$ cat src/inc/loopback_ctrl_defs.vh
// Constants shared by the dataport loopback controller and its byte run counter.
`ifndef LOOPBACK_CTRL_DEFS_VH
`define LOOPBACK_CTRL_DEFS_VH

// Register byte offsets on the bus.
`define REG_CTRL 6'h00
`define REG_STATUS 6'h04
`define REG_SLOTS 6'h08
`define REG_SWITCH 6'h0C
`define CTRL_RESET 8'h00

// Option bit positions, shared by switches, control register and overhead byte.
`define OPT_LINE_CODE 0
`define OPT_FRAMING 1
`define OPT_SLOT_PATTERN 2
`define OPT_LATCHING 3
`define OPT_TIMEOUT 4
`define OPT_BANK_TYPE 5
`define OPT_PROTECTED 6
`define CTRL_USE_CRAFT 7

// In-band byte patterns, top bit ignored.
`define PAT_CLEAR 7'h3A
`define PAT_SEL_DP 7'h55
`define PAT_SEL_SVC 7'h31
`define PAT_SEL_NI 7'h41
`define PAT_PREP 7'h56
`define PAT_ACT 7'h5A

// Least byte counts of each stage.
`define CLEAR_MIN 35
`define SEL_MIN 35
`define PREP_MIN 100
`define MAP_AFTER 30
`define ACT_MIN 35

// Loopback targets.
`define TGT_NONE 2'h0
`define TGT_DP 2'h1
`define TGT_SVC 2'h2
`define TGT_NI 2'h3

// Channel limits and bank size.
`define CH_MIN 4'h2
`define CH_MAX 4'hC
`define BANK_SLOTS 24

// Loopback timeout in minutes and its cycle count at the core clock rate.
`define CLK_HZ 64'd250000000
`define LOOP_TIMEOUT_MIN 64'd20
`define LOOP_TIMEOUT_CYC (`LOOP_TIMEOUT_MIN * 64'd60 * `CLK_HZ)

`endif

$ cat src/rtl/byte_run_counter.v
// Counter of consecutive received bytes matching one seven-bit pattern.
`timescale 1ns/1ps
`include "loopback_ctrl_defs.vh"

module byte_run_counter #(
	parameter [6:0] PATTERN = 7'h00,
	parameter [7:0] THRESH = 8'd35,
	parameter [7:0] MARK = 8'd35
) (
	input wire clk,
	input wire srst,
	input wire ce,
	input wire [7:0] byte_in,
	input wire valid_in,
	output reg hit_out,
	output reg mark_out
);

	reg [7:0] cnt_q;
	reg [7:0] cnt_d;

	// The run saturates at the threshold; any other byte drops it to zero.
	always @* begin
		cnt_d = cnt_q;
		if (valid_in) begin
			if (byte_in[6:0] == PATTERN) begin
				if (cnt_q != THRESH)
					cnt_d = cnt_q + 8'h01;
			end else begin
				cnt_d = 8'h00; // [RULE_22]
			end
		end
	end

	// Flags are registered so the caller sees them a cycle after the byte.
	always @(posedge clk) begin
		if (srst) begin
			cnt_q <= 8'h00;
			hit_out <= 1'b0;
			mark_out <= 1'b0;
		end else if (ce) begin
			cnt_q <= cnt_d;
			hit_out <= (cnt_d >= THRESH);
			mark_out <= (cnt_d >= MARK);
		end
	end

endmodule

$ cat src/rtl/fractional_dataport_loopback_ctrl.v
// Fractional dataport provisioning, slot allocation and latching loopback control.
// Overview of operation
// RULE_01 - Carry 2 to 12 DS0s, rotary selected.
// RULE_02 - Send maintenance overhead bytes on the loop.
// RULE_03 - Channel count change keeps other provisioning.
// RULE_04 - Slots contiguous when switch on, else alternating.
// RULE_05 - No slot wrap past bank end.
// RULE_06 - 2B1Q loop code, DS1 toward bank.
// RULE_07 - Protected mode needs full four-stage sequence.
// RULE_08 - 35 clear bytes drop loopback, restart.
// RULE_09 - 35 select bytes name the target.
// RULE_10 - 100 prepare bytes follow valid select.
// RULE_11 - After 30 prepare bytes return map code.
// RULE_12 - 35 activate bytes latch the loopback.
// RULE_13 - Sender sends stages in order, minimum counts.
// RULE_14 - Latching loopback only when switch on.
// RULE_15 - Optional 20 minute automatic loopback release.
// RULE_16 - B8ZS when switch on, else AMI.
// RULE_17 - SF when switch off, ESF when on.
// RULE_18 - Smart two-state or dumb four-state signalling.
// RULE_19 - Craft registers can set every option.
// RULE_20 - Send options to remote unit after sync.
// RULE_21 - Flag hardware versus software provisioning mismatch.
// RULE_22 - Stage counter zeroes on non-matching byte.
// RULE_23 - Unprotected mode skips the clearing stage.
//
// Chosen here: the register offsets and register access over AHB-Lite.
`timescale 1ns/1ps
`include "loopback_ctrl_defs.vh"

module fractional_dataport_loopback_ctrl #(
	parameter [63:0] TIMEOUT_CYC = `LOOP_TIMEOUT_CYC,
	parameter [7:0] MAP_CODE = 8'h00
) (
	// Clock, reset and clock enable.
	input wire CORE_CLK_IN,
	input wire SRST_IN,
	input wire CE_IN,
	// AHB-Lite register slave.
	input wire HSEL_IN,
	input wire [31:0] HADDR_IN,
	input wire [1:0] HTRANS_IN,
	input wire HWRITE_IN,
	input wire [2:0] HSIZE_IN,
	input wire [31:0] HWDATA_IN,
	input wire HREADY_IN,
	output reg [31:0] HRDATA_OUT,
	output reg HREADYOUT_OUT,
	output reg HRESP_OUT,
	// Faceplate switches, rotary selector, card slot and loop sync pins.
	input wire LINE_CODE_SWITCH_IN,
	input wire FRAMING_SWITCH_IN,
	input wire SLOT_PATTERN_SWITCH_IN,
	input wire LATCHING_LOOP_SWITCH_IN,
	input wire LOOP_TIMEOUT_SWITCH_IN,
	input wire BANK_TYPE_SWITCH_IN,
	input wire PROTECTED_LOOP_SWITCH_IN,
	input wire [3:0] ROTARY_IN,
	input wire [4:0] CARD_SLOT_IN,
	input wire LOOP_SYNC_IN,
	// Received DS0 byte stream from the bank side.
	input wire [7:0] RX_BYTE_IN,
	input wire RX_BYTE_VALID_IN,
	// Overhead channel slot strobe from the loop transceiver.
	input wire OVH_SLOT_IN,
	// DS1 side and loop side provisioning.
	output reg B8ZS_OUT,
	output reg ESF_OUT,
	output reg FOUR_STATE_SIG_OUT,
	output reg LINE_2B1Q_OUT,
	output reg [23:0] SLOT_MASK_OUT,
	output reg [10:0] RATE_KBPS_OUT,
	// Loopback state and map code return.
	output reg LOOPBACK_OUT,
	output reg MAP_SEND_OUT,
	output reg [7:0] MAP_BYTE_OUT,
	// Overhead channel toward the remote unit.
	output reg [7:0] OVH_DATA_OUT,
	output reg OVH_VALID_OUT,
	// Provisioning mismatch indicator.
	output reg MISMATCH_OUT
);

	localparam [2:0] ST_HUNT_CLEAR = 3'h0;
	localparam [2:0] ST_HUNT_SEL = 3'h1;
	localparam [2:0] ST_PREP = 3'h2;
	localparam [2:0] ST_ACT = 3'h3;
	localparam [2:0] ST_LOOPED = 3'h4;

	wire [16:0] pins_raw;
	reg [16:0] sync1_q;
	reg [16:0] sync2_q;
	reg [16:0] sync3_q;
	reg [16:0] pins_q;
	wire [6:0] sw_opts;
	wire [3:0] rotary;
	wire [4:0] card_slot;
	wire loop_sync;
	reg [7:0] ctrl_q;
	wire [6:0] eff;
	reg [6:0] eff_prev_q;
	reg sync_prev_q;
	reg ovh_pend_q;
	reg [2:0] state_q;
	reg [1:0] target_q;
	reg [39:0] timer_q;
	reg [3:0] chan_n;
	reg [23:0] mask_d;
	reg [4:0] used_d;
	reg [31:0] diff;
	integer i;
	reg wr_pend_q;
	reg [5:0] wr_addr_q;
	reg [31:0] rd_mux;
	wire addr_ok;
	wire hit_clear;
	wire hit_dp;
	wire hit_svc;
	wire hit_ni;
	wire hit_prep;
	wire mark_prep;
	wire hit_act;
	wire m_sel_cur;
	wire m_prep;
	wire m_act;
	wire [2:0] start_state;
	wire timeout_hit;
	wire ovh_set;

	// Every pin is asynchronous to the core clock and goes through three flops.
	assign pins_raw = {LOOP_SYNC_IN, CARD_SLOT_IN, ROTARY_IN, PROTECTED_LOOP_SWITCH_IN,
		BANK_TYPE_SWITCH_IN, LOOP_TIMEOUT_SWITCH_IN, LATCHING_LOOP_SWITCH_IN,
		SLOT_PATTERN_SWITCH_IN, FRAMING_SWITCH_IN, LINE_CODE_SWITCH_IN};

	// A bit only changes once the second and third stages agree, filtering a bounce.
	always @(posedge CORE_CLK_IN) begin
		if (SRST_IN) begin
			sync1_q <= 17'h00000;
			sync2_q <= 17'h00000;
			sync3_q <= 17'h00000;
			pins_q <= 17'h00000;
		end else if (CE_IN) begin
			sync1_q <= pins_raw;
			sync2_q <= sync1_q;
			sync3_q <= sync2_q;
			pins_q <= (sync2_q & ~(sync2_q ^ sync3_q)) | (pins_q & (sync2_q ^ sync3_q));
		end
	end

	assign sw_opts = pins_q[6:0];
	assign rotary = pins_q[10:7];
	assign card_slot = pins_q[15:11];
	assign loop_sync = pins_q[16];

	// Craft settings replace the switch pack when software takes over.
	assign eff = ctrl_q[`CTRL_USE_CRAFT] ? ctrl_q[6:0] : sw_opts; // [RULE_19]

	// The rotary value is clamped to the supported channel range.
	always @* begin
		if (rotary < `CH_MIN)
			chan_n = `CH_MIN;
		else if (rotary > `CH_MAX)
			chan_n = `CH_MAX;
		else
			chan_n = rotary; // [RULE_01]
	end

	// Slot mask from the card position upward; slots past the bank end are dropped.
	always @* begin
		mask_d = 24'h000000;
		used_d = 5'h00;
		diff = 32'h00000000;
		for (i = 0; i < `BANK_SLOTS; i = i + 1) begin
			diff = i - card_slot;
			if (i >= card_slot) begin // [RULE_05]
				if (eff[`OPT_SLOT_PATTERN])
					mask_d[i] = (diff < chan_n); // [RULE_04]
				else
					mask_d[i] = (diff[0] == 1'b0) && (diff[31:1] < chan_n); // [RULE_04]
			end
			used_d = used_d + {4'h0, mask_d[i]};
		end
	end

	// Line and signalling provisioning follow the effective options; the loop code is fixed and the mismatch flag uses the synchronised switches.
	always @(posedge CORE_CLK_IN) begin
		if (SRST_IN) begin
			B8ZS_OUT <= 1'b0;
			ESF_OUT <= 1'b0;
			FOUR_STATE_SIG_OUT <= 1'b0;
			LINE_2B1Q_OUT <= 1'b0;
			SLOT_MASK_OUT <= 24'h000000;
			RATE_KBPS_OUT <= 11'h000;
			MISMATCH_OUT <= 1'b0;
		end else if (CE_IN) begin
			B8ZS_OUT <= eff[`OPT_LINE_CODE]; // [RULE_16]
			ESF_OUT <= eff[`OPT_FRAMING]; // [RULE_17]
			FOUR_STATE_SIG_OUT <= eff[`OPT_BANK_TYPE]; // [RULE_18]
			LINE_2B1Q_OUT <= 1'b1; // [RULE_06]
			SLOT_MASK_OUT <= mask_d; // [RULE_03]
			RATE_KBPS_OUT <= {used_d, 6'h00}; // [RULE_01]
			MISMATCH_OUT <= (sw_opts != ctrl_q[6:0]); // [RULE_21]
		end
	end

	// Stage counters, one per pattern, all watching the same byte stream.
	byte_run_counter #(.PATTERN(`PAT_CLEAR), .THRESH(`CLEAR_MIN), .MARK(`CLEAR_MIN)) u_clear (
		.clk(CORE_CLK_IN), .srst(SRST_IN), .ce(CE_IN), .byte_in(RX_BYTE_IN),
		.valid_in(RX_BYTE_VALID_IN), .hit_out(hit_clear), .mark_out());
	byte_run_counter #(.PATTERN(`PAT_SEL_DP), .THRESH(`SEL_MIN), .MARK(`SEL_MIN)) u_sel_dp (
		.clk(CORE_CLK_IN), .srst(SRST_IN), .ce(CE_IN), .byte_in(RX_BYTE_IN),
		.valid_in(RX_BYTE_VALID_IN), .hit_out(hit_dp), .mark_out());
	byte_run_counter #(.PATTERN(`PAT_SEL_SVC), .THRESH(`SEL_MIN), .MARK(`SEL_MIN)) u_sel_svc (
		.clk(CORE_CLK_IN), .srst(SRST_IN), .ce(CE_IN), .byte_in(RX_BYTE_IN),
		.valid_in(RX_BYTE_VALID_IN), .hit_out(hit_svc), .mark_out());
	byte_run_counter #(.PATTERN(`PAT_SEL_NI), .THRESH(`SEL_MIN), .MARK(`SEL_MIN)) u_sel_ni (
		.clk(CORE_CLK_IN), .srst(SRST_IN), .ce(CE_IN), .byte_in(RX_BYTE_IN),
		.valid_in(RX_BYTE_VALID_IN), .hit_out(hit_ni), .mark_out());
	byte_run_counter #(.PATTERN(`PAT_PREP), .THRESH(`PREP_MIN), .MARK(`MAP_AFTER)) u_prep (
		.clk(CORE_CLK_IN), .srst(SRST_IN), .ce(CE_IN), .byte_in(RX_BYTE_IN),
		.valid_in(RX_BYTE_VALID_IN), .hit_out(hit_prep), .mark_out(mark_prep));
	byte_run_counter #(.PATTERN(`PAT_ACT), .THRESH(`ACT_MIN), .MARK(`ACT_MIN)) u_act (
		.clk(CORE_CLK_IN), .srst(SRST_IN), .ce(CE_IN), .byte_in(RX_BYTE_IN),
		.valid_in(RX_BYTE_VALID_IN), .hit_out(hit_act), .mark_out());

	// Byte matches used to abandon a stage when a foreign byte breaks the sequence.
	assign m_sel_cur = (target_q == `TGT_DP) ? (RX_BYTE_IN[6:0] == `PAT_SEL_DP) :
		(target_q == `TGT_SVC) ? (RX_BYTE_IN[6:0] == `PAT_SEL_SVC) :
		(RX_BYTE_IN[6:0] == `PAT_SEL_NI);
	assign m_prep = (RX_BYTE_IN[6:0] == `PAT_PREP);
	assign m_act = (RX_BYTE_IN[6:0] == `PAT_ACT);

	// Protected mode begins by hunting the clearing run, otherwise the select run.
	assign start_state = eff[`OPT_PROTECTED] ? ST_HUNT_CLEAR : ST_HUNT_SEL; // [RULE_07] [RULE_23]
	assign timeout_hit = eff[`OPT_TIMEOUT] && ({24'h000000, timer_q} >= TIMEOUT_CYC - 64'd1);

	// Loopback sequence detector; a foreign byte in the prepare or activate stage restarts the hunt.
	always @(posedge CORE_CLK_IN) begin
		if (SRST_IN) begin
			state_q <= ST_HUNT_CLEAR;
			target_q <= `TGT_NONE;
			LOOPBACK_OUT <= 1'b0;
			MAP_SEND_OUT <= 1'b0;
			MAP_BYTE_OUT <= 8'h00;
		end else if (CE_IN) begin
			MAP_BYTE_OUT <= MAP_CODE;
			if (!eff[`OPT_LATCHING]) begin
				state_q <= start_state; // [RULE_14]
				target_q <= `TGT_NONE;
				LOOPBACK_OUT <= 1'b0;
				MAP_SEND_OUT <= 1'b0;
			end else if (hit_clear) begin
				state_q <= ST_HUNT_SEL; // [RULE_08]
				target_q <= `TGT_NONE;
				LOOPBACK_OUT <= 1'b0;
				MAP_SEND_OUT <= 1'b0;
			end else begin
				case (state_q)
				ST_HUNT_CLEAR: begin
					if (!eff[`OPT_PROTECTED])
						state_q <= ST_HUNT_SEL; // [RULE_23]
				end
				ST_HUNT_SEL: begin
					if (hit_dp) begin
						target_q <= `TGT_DP; // [RULE_09]
						state_q <= ST_PREP;
					end else if (hit_svc) begin
						target_q <= `TGT_SVC; // [RULE_09]
						state_q <= ST_PREP;
					end else if (hit_ni) begin
						target_q <= `TGT_NI; // [RULE_09]
						state_q <= ST_PREP;
					end
				end
				ST_PREP: begin
					if (mark_prep && target_q == `TGT_DP)
						MAP_SEND_OUT <= 1'b1; // [RULE_11]
					if (hit_prep) begin
						state_q <= ST_ACT; // [RULE_10]
					end else if (RX_BYTE_VALID_IN && !m_prep && !m_sel_cur) begin
						state_q <= start_state; // [RULE_13]
						target_q <= `TGT_NONE;
						MAP_SEND_OUT <= 1'b0;
					end
				end
				ST_ACT: begin
					if (hit_act) begin
						MAP_SEND_OUT <= 1'b0;
						if (target_q == `TGT_DP) begin
							LOOPBACK_OUT <= 1'b1; // [RULE_12]
							state_q <= ST_LOOPED;
						end else begin
							state_q <= start_state;
						end
					end else if (RX_BYTE_VALID_IN && !m_act && !m_prep) begin
						state_q <= start_state; // [RULE_13]
						target_q <= `TGT_NONE;
						MAP_SEND_OUT <= 1'b0;
					end
				end
				ST_LOOPED: begin
					if (timeout_hit) begin
						LOOPBACK_OUT <= 1'b0; // [RULE_15]
						state_q <= start_state;
						target_q <= `TGT_NONE;
					end
				end
				default: begin
					state_q <= start_state;
					target_q <= `TGT_NONE;
				end
				endcase
			end
		end
	end

	// Timeout timer runs only while looped with the timeout option on.
	always @(posedge CORE_CLK_IN) begin
		if (SRST_IN)
			timer_q <= 40'h0000000000;
		else if (CE_IN) begin
			if (state_q == ST_LOOPED && eff[`OPT_TIMEOUT] && !timeout_hit)
				timer_q <= timer_q + 40'h0000000001; // [RULE_15]
			else
				timer_q <= 40'h0000000000;
		end
	end

	// Options are resent after sync is gained and after any change while in sync.
	assign ovh_set = loop_sync && (!sync_prev_q || eff != eff_prev_q); // [RULE_20]

	// Overhead slots carry the option byte when pending, else a status byte.
	always @(posedge CORE_CLK_IN) begin
		if (SRST_IN) begin
			sync_prev_q <= 1'b0;
			eff_prev_q <= 7'h00;
			ovh_pend_q <= 1'b0;
			OVH_DATA_OUT <= 8'h00;
			OVH_VALID_OUT <= 1'b0;
		end else if (CE_IN) begin
			sync_prev_q <= loop_sync;
			eff_prev_q <= eff;
			OVH_VALID_OUT <= OVH_SLOT_IN && loop_sync; // [RULE_02]
			// A new option change wins over the send that clears the pending flag.
			ovh_pend_q <= ovh_set | (ovh_pend_q & ~OVH_SLOT_IN & loop_sync);
			if (OVH_SLOT_IN && loop_sync) begin
				if (ovh_pend_q)
					OVH_DATA_OUT <= {1'b1, eff}; // [RULE_20]
				else
					OVH_DATA_OUT <= {2'h0, LOOPBACK_OUT, MISMATCH_OUT, target_q, 2'h0}; // [RULE_02]
			end
		end
	end

	// Word-aligned decode of the low address bits; other offsets read as zero.
	assign addr_ok = HSEL_IN && HTRANS_IN[1] && HREADY_IN;

	always @* begin
		case (HADDR_IN[5:0])
		`REG_CTRL: rd_mux = {24'h000000, ctrl_q};
		`REG_STATUS: rd_mux = {18'h00000, loop_sync, MAP_SEND_OUT, MISMATCH_OUT,
			LOOPBACK_OUT, target_q, 1'b0, state_q, chan_n};
		`REG_SLOTS: rd_mux = {8'h00, SLOT_MASK_OUT};
		`REG_SWITCH: rd_mux = {16'h0000, 3'h0, card_slot, 1'b0, sw_opts};
		default: rd_mux = 32'h00000000;
		endcase
	end

	// Zero-wait slave: reads load in the address phase, writes land in the data phase.
	always @(posedge CORE_CLK_IN) begin
		if (SRST_IN) begin
			HRDATA_OUT <= 32'h00000000;
			HREADYOUT_OUT <= 1'b0;
			HRESP_OUT <= 1'b0;
			wr_pend_q <= 1'b0;
			wr_addr_q <= 6'h00;
			ctrl_q <= `CTRL_RESET;
		end else if (CE_IN) begin
			HREADYOUT_OUT <= 1'b1;
			HRESP_OUT <= 1'b0;
			wr_pend_q <= addr_ok && HWRITE_IN;
			wr_addr_q <= HADDR_IN[5:0];
			if (addr_ok && !HWRITE_IN)
				HRDATA_OUT <= (HADDR_IN[31:6] == 26'h0000000) ? rd_mux : 32'h00000000;
			if (wr_pend_q && wr_addr_q == `REG_CTRL)
				ctrl_q <= HWDATA_IN[7:0]; // [RULE_19]
		end
	end

endmodule

$ cat config.mk
export PLATFORM = sky130hd
export DESIGN_NAME = fractional_dataport_loopback_ctrl
export DESIGN_NICKNAME = d
export VERILOG_FILES = /design/src/rtl/byte_run_counter.v /design/src/rtl/fractional_dataport_loopback_ctrl.v
export VERILOG_INCLUDE_DIRS = /design/src /design/src/inc
export SDC_FILE = /design/constraint.sdc
export NUM_CORES = 1
export LEC_CHECK = 0
export BUFFER_PORTS_ARGS = -buffer_cell sky130_fd_sc_hd__buf_2
export CAP_MARGIN = 0
export CORE_UTILIZATION = 25
export DETAILED_ROUTE_END_ITERATION = 8
export SETUP_SLACK_MARGIN = 0.2
export SKIP_LAST_GASP = 1
export SLEW_MARGIN = 25
export SYNTH_ARGS = -nofsm -noshare
export SYNTH_HDL_FRONTEND = slang
export SYNTH_SLANG_ARGS = --single-unit
$ cat constraint.sdc
create_clock -name CORE_CLK_IN -period 10.5 [get_ports CORE_CLK_IN]
set_clock_uncertainty 0.2 [all_clocks]
set_input_delay 0.525 -clock CORE_CLK_IN [delete_from_list [all_inputs] [get_ports CORE_CLK_IN]]
set_output_delay 0.525 -clock CORE_CLK_IN [all_outputs]
set_load 0.02 [all_outputs]
## After elaboration in Yosys (flattened, before gate mapping)

Cells that the tools add are included.

- $add $sub $neg: 54
- Magnitude comparators: 82
- Eq/ne operators: 37
- Muxes and demuxes: 114
- Bitwise gates (word level): 33
- Reduce and logical (&&, ||, !) cells: 57

Operator list:

| kind | count |
|---|---|
| less-than comparator 32 x 4 -> 1 bit | 24 |
| less-than comparator 31 x 4 -> 1 bit | 24 |
| 2-to-1 mux 8 bit | 19 |
| case mux 24 bit (4 select lines) | 1 |
| adder 5 x 1 -> 5 bit | 19 |
| 2-to-1 mux 1 bit | 63 |
| adder 8 x 1 -> 8 bit, second input constant | 6 |
| subtractor 4 x 5 -> 6 bit, first input constant | 8 |
| subtractor 5 x 5 -> 6 bit, first input constant | 8 |
| adder 40 x 1 -> 40 bit, second input constant | 1 |
| >= comparator 4 x 5 -> 1 bit, first input constant | 8 |
| >= comparator 40 x 39 -> 1 bit, second input constant | 1 |
| >= comparator 5 bit, first input constant | 8 |
| >= comparator 8 x 6 -> 1 bit, second input constant | 5 |
| 2-to-1 mux 40 bit | 1 |
| inequality test 8 x 6 -> 1 bit, second input constant | 5 |
| logical AND 1 bit | 39 |
| 2-to-1 mux 3 bit | 12 |
| AND 17 bit | 2 |
| 2-to-1 mux 32 bit | 1 |
| == test 7 bit, second input constant | 4 |
| logical NOT 26 bit | 1 |
| NOT 1 bit | 25 |
| subtractor 3 x 5 -> 6 bit, first input constant | 4 |
| other kinds (50) | 88 |

- Flip-flop bits (word level): 269
- Bits of input ports: 102
- Output and inout port bits: 93
- Word-level logic and storage cells: 415

## Longest topological paths before layout

- Depth after elaboration: 30
- Depth in mapped cells: 27
- Mapped depth without buffers: 26

## Modules after synthesis

A second synthesis with hierarchy kept.

- Cells, all modules: 1963
- Area total of the unflattened synthesis: 16510.8 um2

Modules (own cells, without submodules):

| module | times used | cells each | area each (um2) | seq. area each (um2) |
|---|---|---|---|---|
| fractional_dataport_loopback_ctrl | 1 | 1461 | 12508.2 | 4063.9 |
| byte_run_counter at u_act ... | 3 | 82 | 646.9 | 180.2 |
| byte_run_counter at u_prep | 1 | 92 | 772.0 | 200.2 |
| byte_run_counter at u_sel_svc | 1 | 82 | 656.9 | 180.2 |
| byte_run_counter at u_sel_ni | 1 | 82 | 633.1 | 180.2 |

## Worst setup path before layout

OpenSTA, ideal clock, no wires.

- Path type: register to register
- From: register (tool-made name)
- To: register RATE_KBPS_OUT[10]
- Setup time: 0.091 ns
- Arrival: 6.091 ns
- Required time: 10.209 ns
- Path slack: 4.118 ns
- Cell stages (with the launch flop): 26
- Path buffers: 1
- Clock period less this slack: 6.382 ns
- Cell sequence: dfxtp_1 buf_2 inv_1 ha_1 inv_1 nor2_1 xnor2_1 inv_1 ha_1 nand2_1 o21ai_1 or4_1 a21oi_1 fa_1 inv_1 fa_1 fa_1 fa_1 inv_1 fa_1 ha_1 inv_1 fa_1 nor2b_1 o21ai_0 a311oi_1

RTL lines:

| element | line | RTL |
|---|---|---|
| to (signal assigned) | fractional_dataport_loopback_ctrl.v:201 | `RATE_KBPS_OUT <= {used_d, 6'h00};` |
| to (decl) | fractional_dataport_loopback_ctrl.v:72 | `output reg [10:0] RATE_KBPS_OUT,` |

==> reports/metrics.yaml <==
setup_path:
  worstPathArrival_ns: 7.82
  rrSetupSlack_ns: 2.96
  critPathBufInv: 4
  crit_required_ns: 10.78
  reg2reg_depth: 22
  slowest_delay_ns: 0.79
  path_cells: "clkinv_1, ha_1, nor2b_1, xnor2_1, ha_1, a21o_1, a2111oi_2, a41oi_2, nor2_1, fa_1, inv_1, fa_1, fa_1, fa_1, inv_1, fa_1, ha_1, inv_1, fa_1, nor2b_1, o21ai_0, a311oi_1"
  startpoint_type: "register"
  cp.depth: 22
  crit_slowest_cell: "dfxtp_1"
  cp-end-kind: "register"
  path_class: "reg -> reg"
  path_delay_family: "adder cells"
  cp_max_fo: 16
  r2r_end: "RATE_KBPS_OUT[10]$_SDFFE_PP0P_"
  crit_path_frequent_cell: "fa_1"
logic_synthesis:
  yosys-top-cells-count: "nor2_1, dfxtp_1, nand2_1, a21oi_1, o21ai_0"
  yosysUniqueCellTypes: 97
  netlist.area_leader.share: 0.321
  syn-instance-count: 1970
  synth-warning-count: 0
  yosys_most_used_dff: "dfxtp_1"
  yosysMostFrequentCell: "nor2_1"
  ys_ff_latch: 258
  post_synth_main_area_contributors: "dfxtp_1, ha_1, nor2_1, mux2i_1, a21oi_1"
  syn-cell-area_um2: 16100
  synth_edf_count: 0
  synth_top_cell_by_area: "dfxtp_1"
  synthArstFlopShare: 0
  ys_seq_area_frac: 0.321
  avgSynthCellArea_um2: 8.17
clock_tree:
  cts_resized: 0
  cts.clk_slew.worst_paths_ns: 0.06
  cts_tree: "done"
  post_cts.repair.setup_buffers: 0
  cts_num_sinks: 258
  clock_latency_ns: 0.61
  cts_made_buffers: 30
  root_buffer: "clkbuf_16"
  clockBufferDepth: 3
  h-tree-depth: 1
global_route:
  grt_start_max_net_pins: 86
  antenna_found_initial: 2
  grtUsageTotal: 0.149
  overflow: 0
  grt_pass1_wl_um: 78500
  grt_pass1_vias: 13400
pwr:
  sequentialPowerShare: 0.432
  p_sw_frac: 0.249
  p_sw_w: 0.000584
  p_int_w: 0.00176
  pwr-share-comb: 0.064
  p_per_area_nw_per_um2: 124
  ir_worst_vdd_uv: 133
  p_leak_nw: 7.47
  pwr-share-clk: 0.505
detailed_routing:
  wl_um: 50200
  ant_nets: 0
  drt_iter0_drc: 1208
  wire_per_inst_um: 17.0
  num_vias: 14800
  dr.pass1.iters: 8
  drc: 0
  viasPerCell: 5.02
floorplan:
  start_util: 0.254
  die_w_um: 256
  coreArea_um2: 63300
  dieHeight_um: 256
  io_pins: 195
  rows: 92
  die_area_um2: 65400
sta:
  setup_tns_ns: 0
  worstMarginPinSlew_ns: 0.900
  fmax_ghz: 0.133
  drv_slew: 0
  min_period_over_period: 0.718
  slew_headroom: 0.398
  finalHoldViolCount: 0
  setup_viol: 0
  post-route-min-period_ns: 7.54
  rsz0062_at_grt: "false"
cells_and_area:
  antenna-diode-count: 0
  drive_gt1_frac: 0.129
  fin_nets: 2284
  finalNonFillerCells: 2948
  area_delta_synth_final_pct: 17.2
worst_hold_path:
  worstHoldPathCells: 3
  min_to: "ctrl_q[1]$_SDFFE_PP0P_"
  worstHoldStart: "HWDATA_IN[1]"
  min_path_type: "in -> reg"
flow_run:
  drv_cap: 0
placed_design:
  io_buffers: 142
  post-place-cells: 2865
  hpwl_um: 35900
  gp_congestion: 0.930
outcome:
  status: "complete, no violations"
==> flip-flops by register name, indices dropped and copies added (netlist names), 6 cells and up, named ones only <==
name / cells
timer_q: 40
u_prep.cnt_q: 8
sync1_q: 17
ctrl_q: 8
wr_addr_q: 6
u_sel_svc.cnt_q: 8
eff_prev_q: 7
u_clear.cnt_q: 8
sync2_q: 17
sync3_q: 17
HRDATA_OUT: 24
OVH_DATA_OUT: 8
u_sel_ni.cnt_q: 8
u_sel_dp.cnt_q: 8
SLOT_MASK_OUT: 24
u_act.cnt_q: 8
==> worst reg2reg max path: stages, from the launching register on <==
cell       delay (ns)
dfxtp_1          0.79
clkinv_1         0.56
ha_1             0.54
nor2b_1          0.25
xnor2_1          0.32
ha_1             0.29
a21o_1           0.22
a2111oi_2        0.42
a41oi_2          0.11
nor2_1           0.19
fa_1             0.40
inv_1            0.09
fa_1             0.45
fa_1             0.49
fa_1             0.51
inv_1            0.05
fa_1             0.48
ha_1             0.16
inv_1            0.05
fa_1             0.37
nor2b_1          0.16
o21ai_0          0.09
a311oi_1         0.24
==> kinds of logic (layout without fill, tap and decap cells) <==
family,Yosys count,in the layout,synth area share
AND/OR/NAND/NOR,728,728,0.222
AO/OA/AOI/OAI,497,497,0.201
flip-flops,258,258,0.321
buffers and inverters,208,318,0.0566
adder cells (fa/ha/maj),113,113,0.0945
multiplexers,95,95,0.0657
XOR/XNOR,70,70,0.0393
other,1,23,0.000233
==> worst max-delay path by stage <==
stage                                      to  slack [ns]     start
3_5_place_dp   RATE_KBPS_OUT[10]$_SDFFE_PP0P_        2.97  register
5_1_grt        RATE_KBPS_OUT[10]$_SDFFE_PP0P_        2.49  register
6_report       RATE_KBPS_OUT[10]$_SDFFE_PP0P_        2.96  register
4_1_cts        RATE_KBPS_OUT[10]$_SDFFE_PP0P_        2.96  register
3_3_place_gp   RATE_KBPS_OUT[10]$_SDFFE_PP0P_        3.09  register
2_1_floorplan  RATE_KBPS_OUT[10]$_SDFFE_PP0P_        4.12  register
==> metal layers <==
metal | track usage | wire length, um | part of all wire
met1 | 0.212 | 23900 | 0.48
met2 | 0.227 | 21700 | 0.43
met3 | 0.0285 | 3650 | 0.073
met4 | 0.0388 | 1010 | 0.020
met5 | 0 | 11 | 0.00022
==> cells in the final DEF (no fill, tap or decap), drive strengths merged, types with 34 or more instances in the layout <==
cell type,instances
mux2i,83
nand3,54
dfxtp,258
nor2,283
inv,78
a21oi,151
nand2,157
buf,156
o21ai,111
clkbuf,36
a211oi,35
ha,87
xnor2,36
xor2,34
==> stage by stage <==
stage	worst slack [ns]	instance area (um2)	hold WS [ns]	power (W)	util
after floorplan	4.12	16200	0.236	0.00113	-
after global placement	3.09	17500	0.241	0.00117	0.276
after detailed placement	2.97	17500	0.249	0.00117	0.276
after CTS	2.96	18900	0.00536	0.00237	0.298
after global routing	2.49	18900	0.0232	0.00242	0.298
final	2.96	18900	0.00946	0.00234	0.298
==> final cells by class <==
cell class | instances | area (um2)
fill | 6777 | 44400
multi-input combinational | 1526 | 10100
timing repair buffer | 184 | 1110
inverter | 78 | 298
tap | 846 | 1060
sequential | 258 | 5160
clock inverter | 21 | 298
clock buffer | 35 | 820
==> power by group through the flow <==
stage               combinational [W]  sequential (W)  clock [W]
floorplan                    0.000100         0.00103          0
global placement             0.000140         0.00103          0
detailed placement           0.000141         0.00103          0
CTS                          0.000149         0.00101    0.00121
global route                 0.000163         0.00101    0.00124
finish                       0.000149         0.00101    0.00118
==> repair_timing <==
| item | CTS | global route |
|---|---|---|
| endpoints found under the hold margin | 27 | 0 |
| endpoints found under the setup margin | 0 | 0 |
| hold buffers | 27 | 0 |
Note: power is estimated with default switching activity, not from simulation.
